`src/apc_cfg.svh`:
```
// Register map, field positions, reset values and codes of the analog control block
`ifndef APC_CFG_SVH
`define APC_CFG_SVH
`define APC_OFS_CONV_CTRL 5'h00
`define APC_OFS_CONV_STAT 5'h04
`define APC_OFS_CONV_DATA 5'h08
`define APC_OFS_CMP_CTRL 5'h0c
`define APC_OFS_CMP_STAT 5'h10
`define APC_OFS_DAC_CTRL 5'h14
`define APC_OFS_DAC0 5'h18
`define APC_OFS_DAC1 5'h1c
`define APC_CC_START 0
`define APC_CC_CH 1
`define APC_CC_GAIN 4
`define APC_CC_SD 6
`define APC_CC_REF 7
`define APC_CC_SRC 8
`define APC_CC_SYNC 10
`define APC_CC_IE 11
`define APC_CS_FLAG 0
`define APC_CS_BUSY 1
`define APC_CS_PEND 2
`define APC_CMP_STRIDE 8
`define APC_CMP_SD 0
`define APC_CMP_HYST 1
`define APC_CMP_EDGE 3
`define APC_CMP_ROUTE 5
`define APC_CMPS_LVL 0
`define APC_CMPS_FLAG 8
`define APC_DAC_STRIDE 4
`define APC_DAC_SD 0
`define APC_DAC_SRC 1
`define APC_EDGE_RISE 0
`define APC_EDGE_FALL 1
`define APC_TMR_A 0
`define APC_TMR_B 1
`define APC_TMR_C 2
`define APC_SD_RST 1'b1
`endif

```
`src/apc_pkg.sv`:
```
// Types shared by the analog control block
package apc_pkg;
	typedef enum logic [1:0] {APC_SRC_SW = 2'b00, APC_SRC_TA = 2'b01, APC_SRC_TB = 2'b10,
		APC_SRC_EXT = 2'b11} apc_src_t;
	typedef enum logic [1:0] {APC_GAIN_HALF = 2'b00, APC_GAIN_1 = 2'b01, APC_GAIN_2 = 2'b10,
		APC_GAIN_4 = 2'b11} apc_gain_t;
	typedef enum logic [1:0] {APC_DSRC_SW = 2'b00, APC_DSRC_T2 = 2'b01, APC_DSRC_T3 = 2'b10,
		APC_DSRC_T4 = 2'b11} apc_dsrc_t;
	typedef enum logic {APC_IDLE = 1'b0, APC_BUSY = 1'b1} apc_state_t;
	typedef struct packed {
		logic shutdown;
		logic ref_ext;
		apc_gain_t gain;
		logic [2:0] channel;
	} apc_conv_cfg_t;
	typedef struct packed {
		logic shutdown;
		logic [1:0] hyst;
		logic [1:0] edge_sel;
		logic route;
	} apc_cmp_cfg_t;
endpackage

```
`src/apc_edge_sync.sv`:
```
// Two-flop synchroniser with registered edge pulses for one asynchronous input
`timescale 1ns/10ps
module apc_edge_sync (
	input wire logic clk,
	input wire logic rst_n,
	input wire logic async_in,
	output logic level_q,
	output logic rise_q,
	output logic fall_q
);
	logic meta_q;
	logic sync_q;

	// First stage feeds only the second stage
	always_ff @(posedge clk)
	begin
		if (!rst_n)
		begin
			meta_q <= 1'b0;
			sync_q <= 1'b0;
		end
		else
		begin
			meta_q <= async_in;
			sync_q <= meta_q;
		end
	end

	// Level and edge pulses from the settled stage
	always_ff @(posedge clk)
	begin
		if (!rst_n)
		begin
			level_q <= 1'b0;
			rise_q <= 1'b0;
			fall_q <= 1'b0;
		end
		else
		begin
			level_q <= sync_q;
			rise_q <= sync_q & ~level_q;
			fall_q <= ~sync_q & level_q;
		end
	end
endmodule

```
`src/apc_top.sv`:
```
// Control logic for the fast converter, two comparators and two DACs
// Overview of operation
// - Fast converter starts on software, selected timer overflow or external input.
// - With sync enabled, start alongside each precision converter software start.
// - Completion sets a status flag; interrupt only when enabled.
// - 8-bit result captured into a readable register at completion.
// - Gain choice is exactly one of 0.5, 1, 2 or 4.
// - Software shutdown puts the fast converter into power saving.
// - Reference select chooses analog supply or external reference pin.
// - Channel select picks one of eight external inputs.
// - Two 12-bit DACs and two comparators, each with own fields in shared control registers; each DAC has its own data register.
// - Each DAC and comparator has its own shutdown control.
// - Each comparator has programmable hysteresis.
// - Comparator interrupt on rising, falling or both edges as selected.
// - Comparator edge detection keeps running while the processor sleeps.
// - Comparator output state is readable as a status bit.
// - Comparator outputs are offered to the pin routing network.
// - DAC updates on software write or timer 2, 3 or 4 overflow.
`timescale 1ns/10ps
`include "apc_cfg.svh"
module apc_top (
	input wire logic clk,
	input wire logic rst_n,
	input wire logic [4:0] avs_address,
	input wire logic avs_read,
	input wire logic avs_write,
	input wire logic [31:0] avs_writedata,
	output logic [31:0] avs_readdata,
	output logic avs_waitrequest,
	input wire logic [2:0] tmr_ovf,
	input wire logic prec_sw_start,
	input wire logic ext_start_pin,
	output logic conv_start,
	input wire logic conv_done,
	input wire logic [7:0] conv_data,
	output apc_pkg::apc_conv_cfg_t conv_cfg,
	output logic conv_irq,
	input wire logic [1:0] cmp_raw,
	output apc_pkg::apc_cmp_cfg_t [1:0] cmp_cfg,
	output logic [1:0] cmp_route_out,
	output logic cmp_irq,
	output logic [1:0][11:0] dac_out,
	output logic [1:0] dac_shutdown
);
	import apc_pkg::*;

	logic wait_q;
	logic [31:0] rdata_q;
	logic [31:0] rd_mux;
	logic acc_wr;
	apc_conv_cfg_t ccfg_q;
	apc_src_t src_q;
	logic sync_q;
	logic ie_q;
	apc_state_t state_q;
	logic start_q;
	logic pend_q;
	logic flag_q;
	logic irq_q;
	logic [7:0] result_q;
	logic sw_go;
	logic start_req;
	logic flag_clr;
	logic conv_fin;
	logic ext_rise;
	apc_cmp_cfg_t [1:0] mcfg_q;
	logic [1:0] cmp_lvl;
	logic [1:0] cmp_rise;
	logic [1:0] cmp_fall;
	logic [1:0] cmp_flag_q;
	logic [1:0] route_q;
	logic cmp_irq_q;
	apc_dsrc_t [1:0] dsrc_q;
	logic [1:0] dsd_q;
	logic [1:0][11:0] stage_q;
	logic [1:0][11:0] dout_q;

	// Bus handshake: one wait cycle, then the access completes
	always_ff @(posedge clk)
	begin
		if (!rst_n)
			wait_q <= 1'b1;
		else
			wait_q <= ~((avs_read | avs_write) & wait_q);
	end

	assign acc_wr = avs_write & ~wait_q;

	// Read mux; unmapped addresses read zero
	always_comb
	begin
		rd_mux = 32'h0;
		case (avs_address)
			`APC_OFS_CONV_CTRL:
			begin
				rd_mux[`APC_CC_CH +: 3] = ccfg_q.channel;
				rd_mux[`APC_CC_GAIN +: 2] = ccfg_q.gain;
				rd_mux[`APC_CC_SD] = ccfg_q.shutdown;
				rd_mux[`APC_CC_REF] = ccfg_q.ref_ext;
				rd_mux[`APC_CC_SRC +: 2] = src_q;
				rd_mux[`APC_CC_SYNC] = sync_q;
				rd_mux[`APC_CC_IE] = ie_q;
			end
			`APC_OFS_CONV_STAT:
			begin
				rd_mux[`APC_CS_FLAG] = flag_q;
				rd_mux[`APC_CS_BUSY] = state_q;
				rd_mux[`APC_CS_PEND] = pend_q;
			end
			`APC_OFS_CONV_DATA: rd_mux[7:0] = result_q;
			`APC_OFS_CMP_CTRL:
			begin
				for (int i = 0; i < 2; i++)
				begin
					rd_mux[`APC_CMP_STRIDE*i + `APC_CMP_SD] = mcfg_q[i].shutdown;
					rd_mux[`APC_CMP_STRIDE*i + `APC_CMP_HYST +: 2] = mcfg_q[i].hyst;
					rd_mux[`APC_CMP_STRIDE*i + `APC_CMP_EDGE +: 2] = mcfg_q[i].edge_sel;
					rd_mux[`APC_CMP_STRIDE*i + `APC_CMP_ROUTE] = mcfg_q[i].route;
				end
			end
			`APC_OFS_CMP_STAT:
			begin
				rd_mux[`APC_CMPS_LVL +: 2] = cmp_lvl & ~{mcfg_q[1].shutdown, mcfg_q[0].shutdown};
				rd_mux[`APC_CMPS_FLAG +: 2] = cmp_flag_q;
			end
			`APC_OFS_DAC_CTRL:
			begin
				rd_mux[`APC_DAC_SD] = dsd_q[0];
				rd_mux[`APC_DAC_SRC +: 2] = dsrc_q[0];
				rd_mux[`APC_DAC_STRIDE + `APC_DAC_SD] = dsd_q[1];
				rd_mux[`APC_DAC_STRIDE + `APC_DAC_SRC +: 2] = dsrc_q[1];
			end
			`APC_OFS_DAC0: rd_mux[11:0] = stage_q[0];
			`APC_OFS_DAC1: rd_mux[11:0] = stage_q[1];
			default: rd_mux = 32'h0;
		endcase
	end

	// Read data registered in the wait cycle, standing when waitrequest falls
	always_ff @(posedge clk)
	begin
		if (!rst_n)
			rdata_q <= 32'h0;
		else if (avs_read & wait_q)
			rdata_q <= rd_mux;
	end

	// Fast converter configuration register
	always_ff @(posedge clk)
	begin
		if (!rst_n)
		begin
			ccfg_q <= '{shutdown: `APC_SD_RST, ref_ext: 1'b0, gain: APC_GAIN_1, channel: 3'h0};
			src_q <= APC_SRC_SW;
			sync_q <= 1'b0;
			ie_q <= 1'b0;
		end
		else if (acc_wr && avs_address == `APC_OFS_CONV_CTRL)
		begin
			ccfg_q.channel <= avs_writedata[`APC_CC_CH +: 3];
			ccfg_q.gain <= apc_gain_t'(avs_writedata[`APC_CC_GAIN +: 2]);
			ccfg_q.shutdown <= avs_writedata[`APC_CC_SD];
			ccfg_q.ref_ext <= avs_writedata[`APC_CC_REF];
			src_q <= apc_src_t'(avs_writedata[`APC_CC_SRC +: 2]);
			sync_q <= avs_writedata[`APC_CC_SYNC];
			ie_q <= avs_writedata[`APC_CC_IE];
		end
	end

	// External start pin synchronised before use
	apc_edge_sync u_ext_sync (
		.clk(clk),
		.rst_n(rst_n),
		.async_in(ext_start_pin),
		.level_q(),
		.rise_q(ext_rise),
		.fall_q()
	);

	// Start source selection
	assign sw_go = acc_wr && avs_address == `APC_OFS_CONV_CTRL && avs_writedata[`APC_CC_START];
	assign start_req = ~ccfg_q.shutdown & (sw_go
		| (src_q == APC_SRC_TA & tmr_ovf[`APC_TMR_A])
		| (src_q == APC_SRC_TB & tmr_ovf[`APC_TMR_B])
		| (src_q == APC_SRC_EXT & ext_rise)
		| (sync_q & prec_sw_start));
	assign conv_fin = state_q == APC_BUSY && conv_done;

	// Conversion sequencer with one pending start
	always_ff @(posedge clk)
	begin
		if (!rst_n)
		begin
			state_q <= APC_IDLE;
			start_q <= 1'b0;
			pend_q <= 1'b0;
		end
		else if (ccfg_q.shutdown)
		begin
			state_q <= APC_IDLE;
			start_q <= 1'b0;
			pend_q <= 1'b0;
		end
		else
		begin
			start_q <= 1'b0;
			case (state_q)
				APC_IDLE:
				begin
					if (start_req | pend_q)
					begin
						start_q <= 1'b1;
						pend_q <= 1'b0;
						state_q <= APC_BUSY;
					end
				end
				APC_BUSY:
				begin
					if (start_req)
						pend_q <= 1'b1;
					if (conv_done)
						state_q <= APC_IDLE;
				end
				default: state_q <= APC_IDLE;
			endcase
		end
	end

	// Completion flag: set wins over clear
	assign flag_clr = acc_wr && avs_address == `APC_OFS_CONV_STAT && avs_writedata[`APC_CS_FLAG];
	always_ff @(posedge clk)
	begin
		if (!rst_n)
			flag_q <= 1'b0;
		else if (conv_fin)
			flag_q <= 1'b1;
		else if (flag_clr)
			flag_q <= 1'b0;
	end

	// Result latch and gated interrupt
	always_ff @(posedge clk)
	begin
		if (!rst_n)
		begin
			result_q <= 8'h0;
			irq_q <= 1'b0;
		end
		else
		begin
			if (conv_fin)
				result_q <= conv_data;
			irq_q <= flag_q & ie_q;
		end
	end

	// Comparator configuration register
	always_ff @(posedge clk)
	begin
		if (!rst_n)
		begin
			mcfg_q[0] <= '{shutdown: `APC_SD_RST, hyst: 2'h0, edge_sel: 2'h0, route: 1'b0};
			mcfg_q[1] <= '{shutdown: `APC_SD_RST, hyst: 2'h0, edge_sel: 2'h0, route: 1'b0};
		end
		else if (acc_wr && avs_address == `APC_OFS_CMP_CTRL)
		begin
			// Fields unpacked by their named positions, one comparator per stride
			for (int i = 0; i < 2; i++)
			begin
				mcfg_q[i].shutdown <= avs_writedata[`APC_CMP_STRIDE*i + `APC_CMP_SD];
				mcfg_q[i].hyst <= avs_writedata[`APC_CMP_STRIDE*i + `APC_CMP_HYST +: 2];
				mcfg_q[i].edge_sel <= avs_writedata[`APC_CMP_STRIDE*i + `APC_CMP_EDGE +: 2];
				mcfg_q[i].route <= avs_writedata[`APC_CMP_STRIDE*i + `APC_CMP_ROUTE];
			end
		end
	end

	// Per comparator: sync, edge flags and pin routing on the free-running clock
	genvar gi;
	generate
		for (gi = 0; gi < 2; gi++)
		begin : g_cmp
			apc_edge_sync u_cmp_sync (
				.clk(clk),
				.rst_n(rst_n),
				.async_in(cmp_raw[gi]),
				.level_q(cmp_lvl[gi]),
				.rise_q(cmp_rise[gi]),
				.fall_q(cmp_fall[gi])
			);
			always_ff @(posedge clk)
			begin
				if (!rst_n)
					cmp_flag_q[gi] <= 1'b0;
				else if (~mcfg_q[gi].shutdown
					& ((mcfg_q[gi].edge_sel[`APC_EDGE_RISE] & cmp_rise[gi])
					| (mcfg_q[gi].edge_sel[`APC_EDGE_FALL] & cmp_fall[gi])))
					cmp_flag_q[gi] <= 1'b1;
				else if (acc_wr && avs_address == `APC_OFS_CMP_STAT
					&& avs_writedata[`APC_CMPS_FLAG + gi])
					cmp_flag_q[gi] <= 1'b0;
			end
			always_ff @(posedge clk)
			begin
				if (!rst_n)
					route_q[gi] <= 1'b0;
				else
					route_q[gi] <= mcfg_q[gi].route & ~mcfg_q[gi].shutdown & cmp_lvl[gi];
			end
		end
	endgenerate

	// Comparator interrupt doubles as the wake request
	always_ff @(posedge clk)
	begin
		if (!rst_n)
			cmp_irq_q <= 1'b0;
		else
			cmp_irq_q <= |cmp_flag_q;
	end

	// DAC control register
	always_ff @(posedge clk)
	begin
		if (!rst_n)
		begin
			dsd_q <= {2{`APC_SD_RST}};
			dsrc_q[0] <= APC_DSRC_SW;
			dsrc_q[1] <= APC_DSRC_SW;
		end
		else if (acc_wr && avs_address == `APC_OFS_DAC_CTRL)
		begin
			dsd_q[0] <= avs_writedata[`APC_DAC_SD];
			dsd_q[1] <= avs_writedata[`APC_DAC_STRIDE + `APC_DAC_SD];
			dsrc_q[0] <= apc_dsrc_t'(avs_writedata[`APC_DAC_SRC +: 2]);
			dsrc_q[1] <= apc_dsrc_t'(avs_writedata[`APC_DAC_STRIDE + `APC_DAC_SRC +: 2]);
		end
	end

	// Per DAC: staging register and scheduled output update
	generate
		for (gi = 0; gi < 2; gi++)
		begin : g_dac
			logic dwr;
			logic tick;
			assign dwr = acc_wr && avs_address == (gi == 0 ? `APC_OFS_DAC0 : `APC_OFS_DAC1);
			assign tick = (dsrc_q[gi] == APC_DSRC_T2 & tmr_ovf[`APC_TMR_A])
				| (dsrc_q[gi] == APC_DSRC_T3 & tmr_ovf[`APC_TMR_B])
				| (dsrc_q[gi] == APC_DSRC_T4 & tmr_ovf[`APC_TMR_C]);
			always_ff @(posedge clk)
			begin
				if (!rst_n)
					stage_q[gi] <= 12'h0;
				else if (dwr)
					stage_q[gi] <= avs_writedata[11:0];
			end
			always_ff @(posedge clk)
			begin
				if (!rst_n)
					dout_q[gi] <= 12'h0;
				else if (dsrc_q[gi] == APC_DSRC_SW && dwr)
					dout_q[gi] <= avs_writedata[11:0];
				else if (tick)
					dout_q[gi] <= stage_q[gi];
			end
		end
	endgenerate

	// Outputs straight from flops
	assign avs_waitrequest = wait_q;
	assign avs_readdata = rdata_q;
	assign conv_start = start_q;
	assign conv_cfg = ccfg_q;
	assign conv_irq = irq_q;
	assign cmp_cfg = mcfg_q;
	assign cmp_route_out = route_q;
	assign cmp_irq = cmp_irq_q;
	assign dac_out = dout_q;
	assign dac_shutdown = dsd_q;

	// Checks on the converter, comparator and DAC paths
	a_sw_start_conv: assert property (@(posedge clk) disable iff (!rst_n)
		sw_go && !ccfg_q.shutdown && state_q == APC_IDLE |=> conv_start && state_q == APC_BUSY)
		else $error("software start did not start a conversion");
	a_timer_start: assert property (@(posedge clk) disable iff (!rst_n)
		!ccfg_q.shutdown && state_q == APC_IDLE && src_q == APC_SRC_TB && tmr_ovf[`APC_TMR_B]
		|=> conv_start)
		else $error("timer overflow did not start a conversion");
	a_sync_start: assert property (@(posedge clk) disable iff (!rst_n)
		!ccfg_q.shutdown && sync_q && prec_sw_start && state_q == APC_IDLE |=> conv_start)
		else $error("synchronised start missing");
	a_done_flag: assert property (@(posedge clk) disable iff (!rst_n)
		conv_fin |=> flag_q ##1 (conv_irq == $past(ie_q)))
		else $error("completion flag or interrupt wrong");
	a_irq_gated: assert property (@(posedge clk) disable iff (!rst_n)
		!ie_q ##1 !ie_q |-> !conv_irq)
		else $error("interrupt raised while disabled");
	a_result_latch: assert property (@(posedge clk) disable iff (!rst_n)
		conv_fin |=> result_q == $past(conv_data))
		else $error("result not captured at completion");
	a_flag_sticky: assert property (@(posedge clk) disable iff (!rst_n)
		flag_q && !flag_clr |=> flag_q)
		else $error("completion flag dropped without clear");
	a_start_kept: assert property (@(posedge clk) disable iff (!rst_n)
		state_q == APC_BUSY && start_req && conv_done && !sw_go ##1 !ccfg_q.shutdown
		|=> conv_start)
		else $error("start during busy conversion lost");
	a_cmp_edge: assert property (@(posedge clk) disable iff (!rst_n)
		!mcfg_q[1].shutdown && mcfg_q[1].edge_sel[`APC_EDGE_FALL] && cmp_fall[1]
		|=> cmp_flag_q[1] ##1 cmp_irq)
		else $error("selected comparator edge not flagged");
	a_dac_sw: assert property (@(posedge clk) disable iff (!rst_n)
		g_dac[0].dwr && dsrc_q[0] == APC_DSRC_SW |=> dac_out[0] == $past(avs_writedata[11:0]))
		else $error("software DAC write not applied");
	a_dac_hold: assert property (@(posedge clk) disable iff (!rst_n)
		dsrc_q[1] != APC_DSRC_SW && !g_dac[1].tick |=> $stable(dac_out[1]))
		else $error("timer-mode DAC changed without overflow");
	c_conv_done: cover property (@(posedge clk) disable iff (!rst_n) conv_fin && ie_q);
	c_cmp_both: cover property (@(posedge clk) disable iff (!rst_n)
		cmp_rise[1] && mcfg_q[1].edge_sel == 2'h3);
	c_dac_timer: cover property (@(posedge clk) disable iff (!rst_n)
		g_dac[0].tick && dsrc_q[0] == APC_DSRC_T4);
endmodule

```
`config.mk`:
```
export PLATFORM = sky130hd
export DESIGN_NAME = apc_top
export DESIGN_NICKNAME = d
export VERILOG_FILES = /design/src/apc_pkg.sv /design/src/apc_edge_sync.sv /design/src/apc_top.sv
export VERILOG_INCLUDE_DIRS = /design/src /design/src/src
export SDC_FILE = /design/constraint.sdc
export NUM_CORES = 1
export LEC_CHECK = 0
export BUFFER_PORTS_ARGS = -buffer_cell sky130_fd_sc_hd__buf_2
export CORE_MARGIN = 2
export CORE_UTILIZATION = 50
export DETAILED_ROUTE_END_ITERATION = 16
export PLACE_DENSITY = 0.86
export SYNTH_ARGS = -nofsm -noshare
export SYNTH_HDL_FRONTEND = slang
export SYNTH_SLANG_ARGS = --single-unit
```
`constraint.sdc`:
```
create_clock -name clk -period 1.6 [get_ports clk]
set_input_delay 0.32 -clock clk [delete_from_list [all_inputs] [get_ports clk]]
set_output_delay 0.32 -clock clk [all_outputs]
set_load 0.05 [all_outputs]
```
==> results.toml <==
[setup_path]
cp_top_family = "buffers and inverters"
arrival_ns = 2.04
worst-endpoint-required_ns = 2.05
timing.critical_path.to_type = "flop"
worstPathCellList = "dlygate4sd3_1 > buf_2 > nor2b_1 > buf_4 > buf_4 > and3_2 > buf_4 > nand2_1 > a21boi_0"
crit_type = "in2reg"
critical_path.max_stage_delay_ns = 0.52
path_buf_inv = 5
critical_path_peak_fanout = 9
timing.critical_path.slowest_stage_cell = "sky130_fd_sc_hd__dlygate4sd3_1"
critical-path-top-cell-by-count = "sky130_fd_sc_hd__buf_4"
worstSetupStartpointType = "input pin"

[grt]
grt_first_pass_wirelength_um = 25600
grt_antenna_before_repair = 0
grt.overflow.total = 0
first_global_vias = 4802
groute.usage.overall = 0.293
grt_start_max_net_pins = 55

[detailed_routing]
drc = 0
vias_per_cell = 5.85
detail_route.wl_per_cell_um = 19.0
first_pass_iters = 5
route.vias.total = 5076
initialDrtViolationCount = 386
drt.antenna.violating_nets = 0
wl_um = 16500

[placement]
io_buffer_count = 103
gp_routability_congestion = 0.974
place_worst_setup_slack_ns = -0.117
dp_hpwl_um = 11700

[finish]
filler_cell_count = 840
multiInputGateArea_mm2 = 0.00268
antenna_cells = 0
area_delta_synth_final_pct = 29.6
share_of_post_route_cells_with_drive_strength_above_1 = 0.285
final_net_count = 776
fin_util = 0.671
regArea_mm2 = 0.00249

[synth]
syn-cell-area_mm2 = 0.00539
synth_edf_count = 0
synth_area_per_cell_um2 = 9.32
synth-seq-area-share = 0.460
yosys_warnings = 0
synth_async_sr_flop_share = 0
yosys_register_bits = 124
yosysUniqueCellTypes = 48
ys_dominant_reg_cell = "sky130_fd_sc_hd__dfxtp_1"
syn-instance-count = 579

[pwr]
power-per-cell-area_mw_per_mm2 = 1090
post_route_total_power_mw = 7.63
p_leak_nw = 3.00
vdd_ir_drop_max_uv = 704

[sta]
timing.final.crit_period_ns = 1.59
finalHoldViolations = 0
setup_ws_ns = 0.00978
final.setup_skew_ns = 0.0113
setup-violations-final = 0
max_freq_mhz = 629
slew_viol_final = 0
finalCritPeriodShare = 0.994

[outcome]
outcome = "complete, no violations"

[cts]
cts_setup_buffers = 0
clk_latency_ns = 0.54
cts.sinks = 124
clk_pin_slew_worst_paths_ns = 0.06
tritoncts_clock_tree = "built"
cts_inserted_buffers = 17
cts_root_buffer = "sky130_fd_sc_hd__clkbuf_8"
clock_tree.htree_level_count = 4
ctsLongestPathBuffers = 2

[die]
die-area_mm2 = 0.0116
rows = 37
die_w_um = 108
floorplan.io_pins = 140
die_h_um = 108
core-area_mm2 = 0.0104
floorplan.initialDensity = 0.518

[min_path]
hold_class = "in2reg"

[job]
maxCapViolCount = 0
## state kept, by name, summed over array words and instances, names as in the netlist, 4 cells and up
register      count
avs_readdata     14
cmp_cfg          12
conv_cfg          7
dac_out          24
dsrc_q            4
result_q          8
stage_q          24
## tightest hold or removal path: stages
cell and delay, ns:
sky130_fd_sc_hd__buf_2 0.09, sky130_fd_sc_hd__nand2_1 0.05, sky130_fd_sc_hd__a21boi_1 0.05
## metrics by stage
| stage | TNS, ns | std cells | hold WS (ns) | area, um^2 |
|---|---|---|---|---|
| 3_5_place_dp | -0.681 | 831 | 0.378 | 6320 |
| 4_1_cts | 0 | 867 | 0.0149 | 6980 |
| 2_1_floorplan | 0 | 596 | 0.367 | 5460 |
| 6_report | 0 | 867 | 0.0256 | 6990 |
| 5_1_grt | -0.0148 | 867 | 0.0363 | 6990 |
| 3_3_place_gp | -0.0515 | 831 | 0.373 | 6320 |
## placed cells by master, fill, tap and decap left out, types with 7 or more instances in the layout
cell                        netlist  layout
sky130_fd_sc_hd__nor2_1          13      13
sky130_fd_sc_hd__mux2i_1         32      32
sky130_fd_sc_hd__buf_2           12     100
sky130_fd_sc_hd__a21boi_1        19      21
sky130_fd_sc_hd__buf_12           0       7
sky130_fd_sc_hd__o21a_1          25      25
sky130_fd_sc_hd__nand3_1         17      17
sky130_fd_sc_hd__nor2b_1         25      25
sky130_fd_sc_hd__buf_4           20      48
sky130_fd_sc_hd__o221a_1         19      19
sky130_fd_sc_hd__dfxtp_1        124     120
sky130_fd_sc_hd__clkbuf_16        0      16
sky130_fd_sc_hd__a221oi_1         9       8
sky130_fd_sc_hd__and2_1          14      14
sky130_fd_sc_hd__conb_1           1      18
sky130_fd_sc_hd__nand2_1        104     104
sky130_fd_sc_hd__a21boi_0        22      20
sky130_fd_sc_hd__a21oi_1         12      12
sky130_fd_sc_hd__o21ai_0         16      16
## report_power, final
group          switching (mW)  internal, mW
Combinational           0.411         0.216
Sequential             0.0204          3.12
Clock                    1.44          2.42
Total                    1.88          5.75
## what timing repair did
action | in CTS | in global routing
hold endpoints to repair | 4 | 0
hold buffers | 5 | 0
gates resized for setup | 4 | 7
setup endpoints to repair | 3 | 22
## synth_stat cells (all sizes together) (2+ instances only)
master,count,area (um^2)
o21a,25,188
a211oi,2,15.0
nand3b,3,22.5
and2,15,93.8
dfxtp,124,2480
a22oi,5,37.5
nand4b,2,17.5
o22ai,2,12.5
nor3,5,36.3
and3,6,37.5
a21oi,12,60.1
nand3,17,85.1
a221oi,9,78.8
nor2,14,55.1
nor3b,3,33.8
nand2,104,390
inv,2,7.51
nor2b,25,156
o2bb2ai,3,26.3
mux2i,32,320
a2bb2oi,2,17.5
clkbuf,23,86.3
o221a,23,259
o21ai,16,80.1
nor4b,4,35.0
nand4,6,37.5
a21boi,41,308
a32o,2,20.0
a32oi,2,17.5
buf,33,214
mux2,7,78.8
a22o,2,17.5
## layer usage
layer | routed length, um | part of all wire | global-route usage | vias up
li1 | - | - | - | 2312
met1 | 6700 | 0.41 | 0.365 | 2427
met2 | 7750 | 0.47 | 0.475 | 280
met3 | 1360 | 0.082 | 0.0648 | 57
met4 | 701 | 0.042 | 0.148 | 0
met5 | 0 | 0 | 0 | -
## cell families after synthesis
kind of cell,synth area share
and+or+nand+nor,0.189
DFF,0.460
AOI/OAI and AO/OA,0.215
buffers and inverters,0.0571
other,0.000695
muxes,0.0782
## layout make-up
cell class | instances | share of cell area
inverter | 2 | 0.00107
timing repair buffer | 160 | 0.150
clock buffer | 18 | 0.0612
multi-input combinational | 414 | 0.383
sequential | 124 | 0.356
tap | 136 | 0.0243
clock inverter | 13 | 0.0240
## worst paths after layout
check,startpoint,endpoint,slack (ns),cells past startpoint
setup / recovery,avs_write,src_q[1],0.01,9
setup reg to reg,avs_waitrequest,src_q[1],0.09,7
hold / removal,avs_writedata[13],cmp_cfg[6],0.03,3
hold reg to reg,u_ext_sync.level_q,u_ext_sync.rise_q,0.39,1
Note: power is estimated with default switching activity, not from simulation.
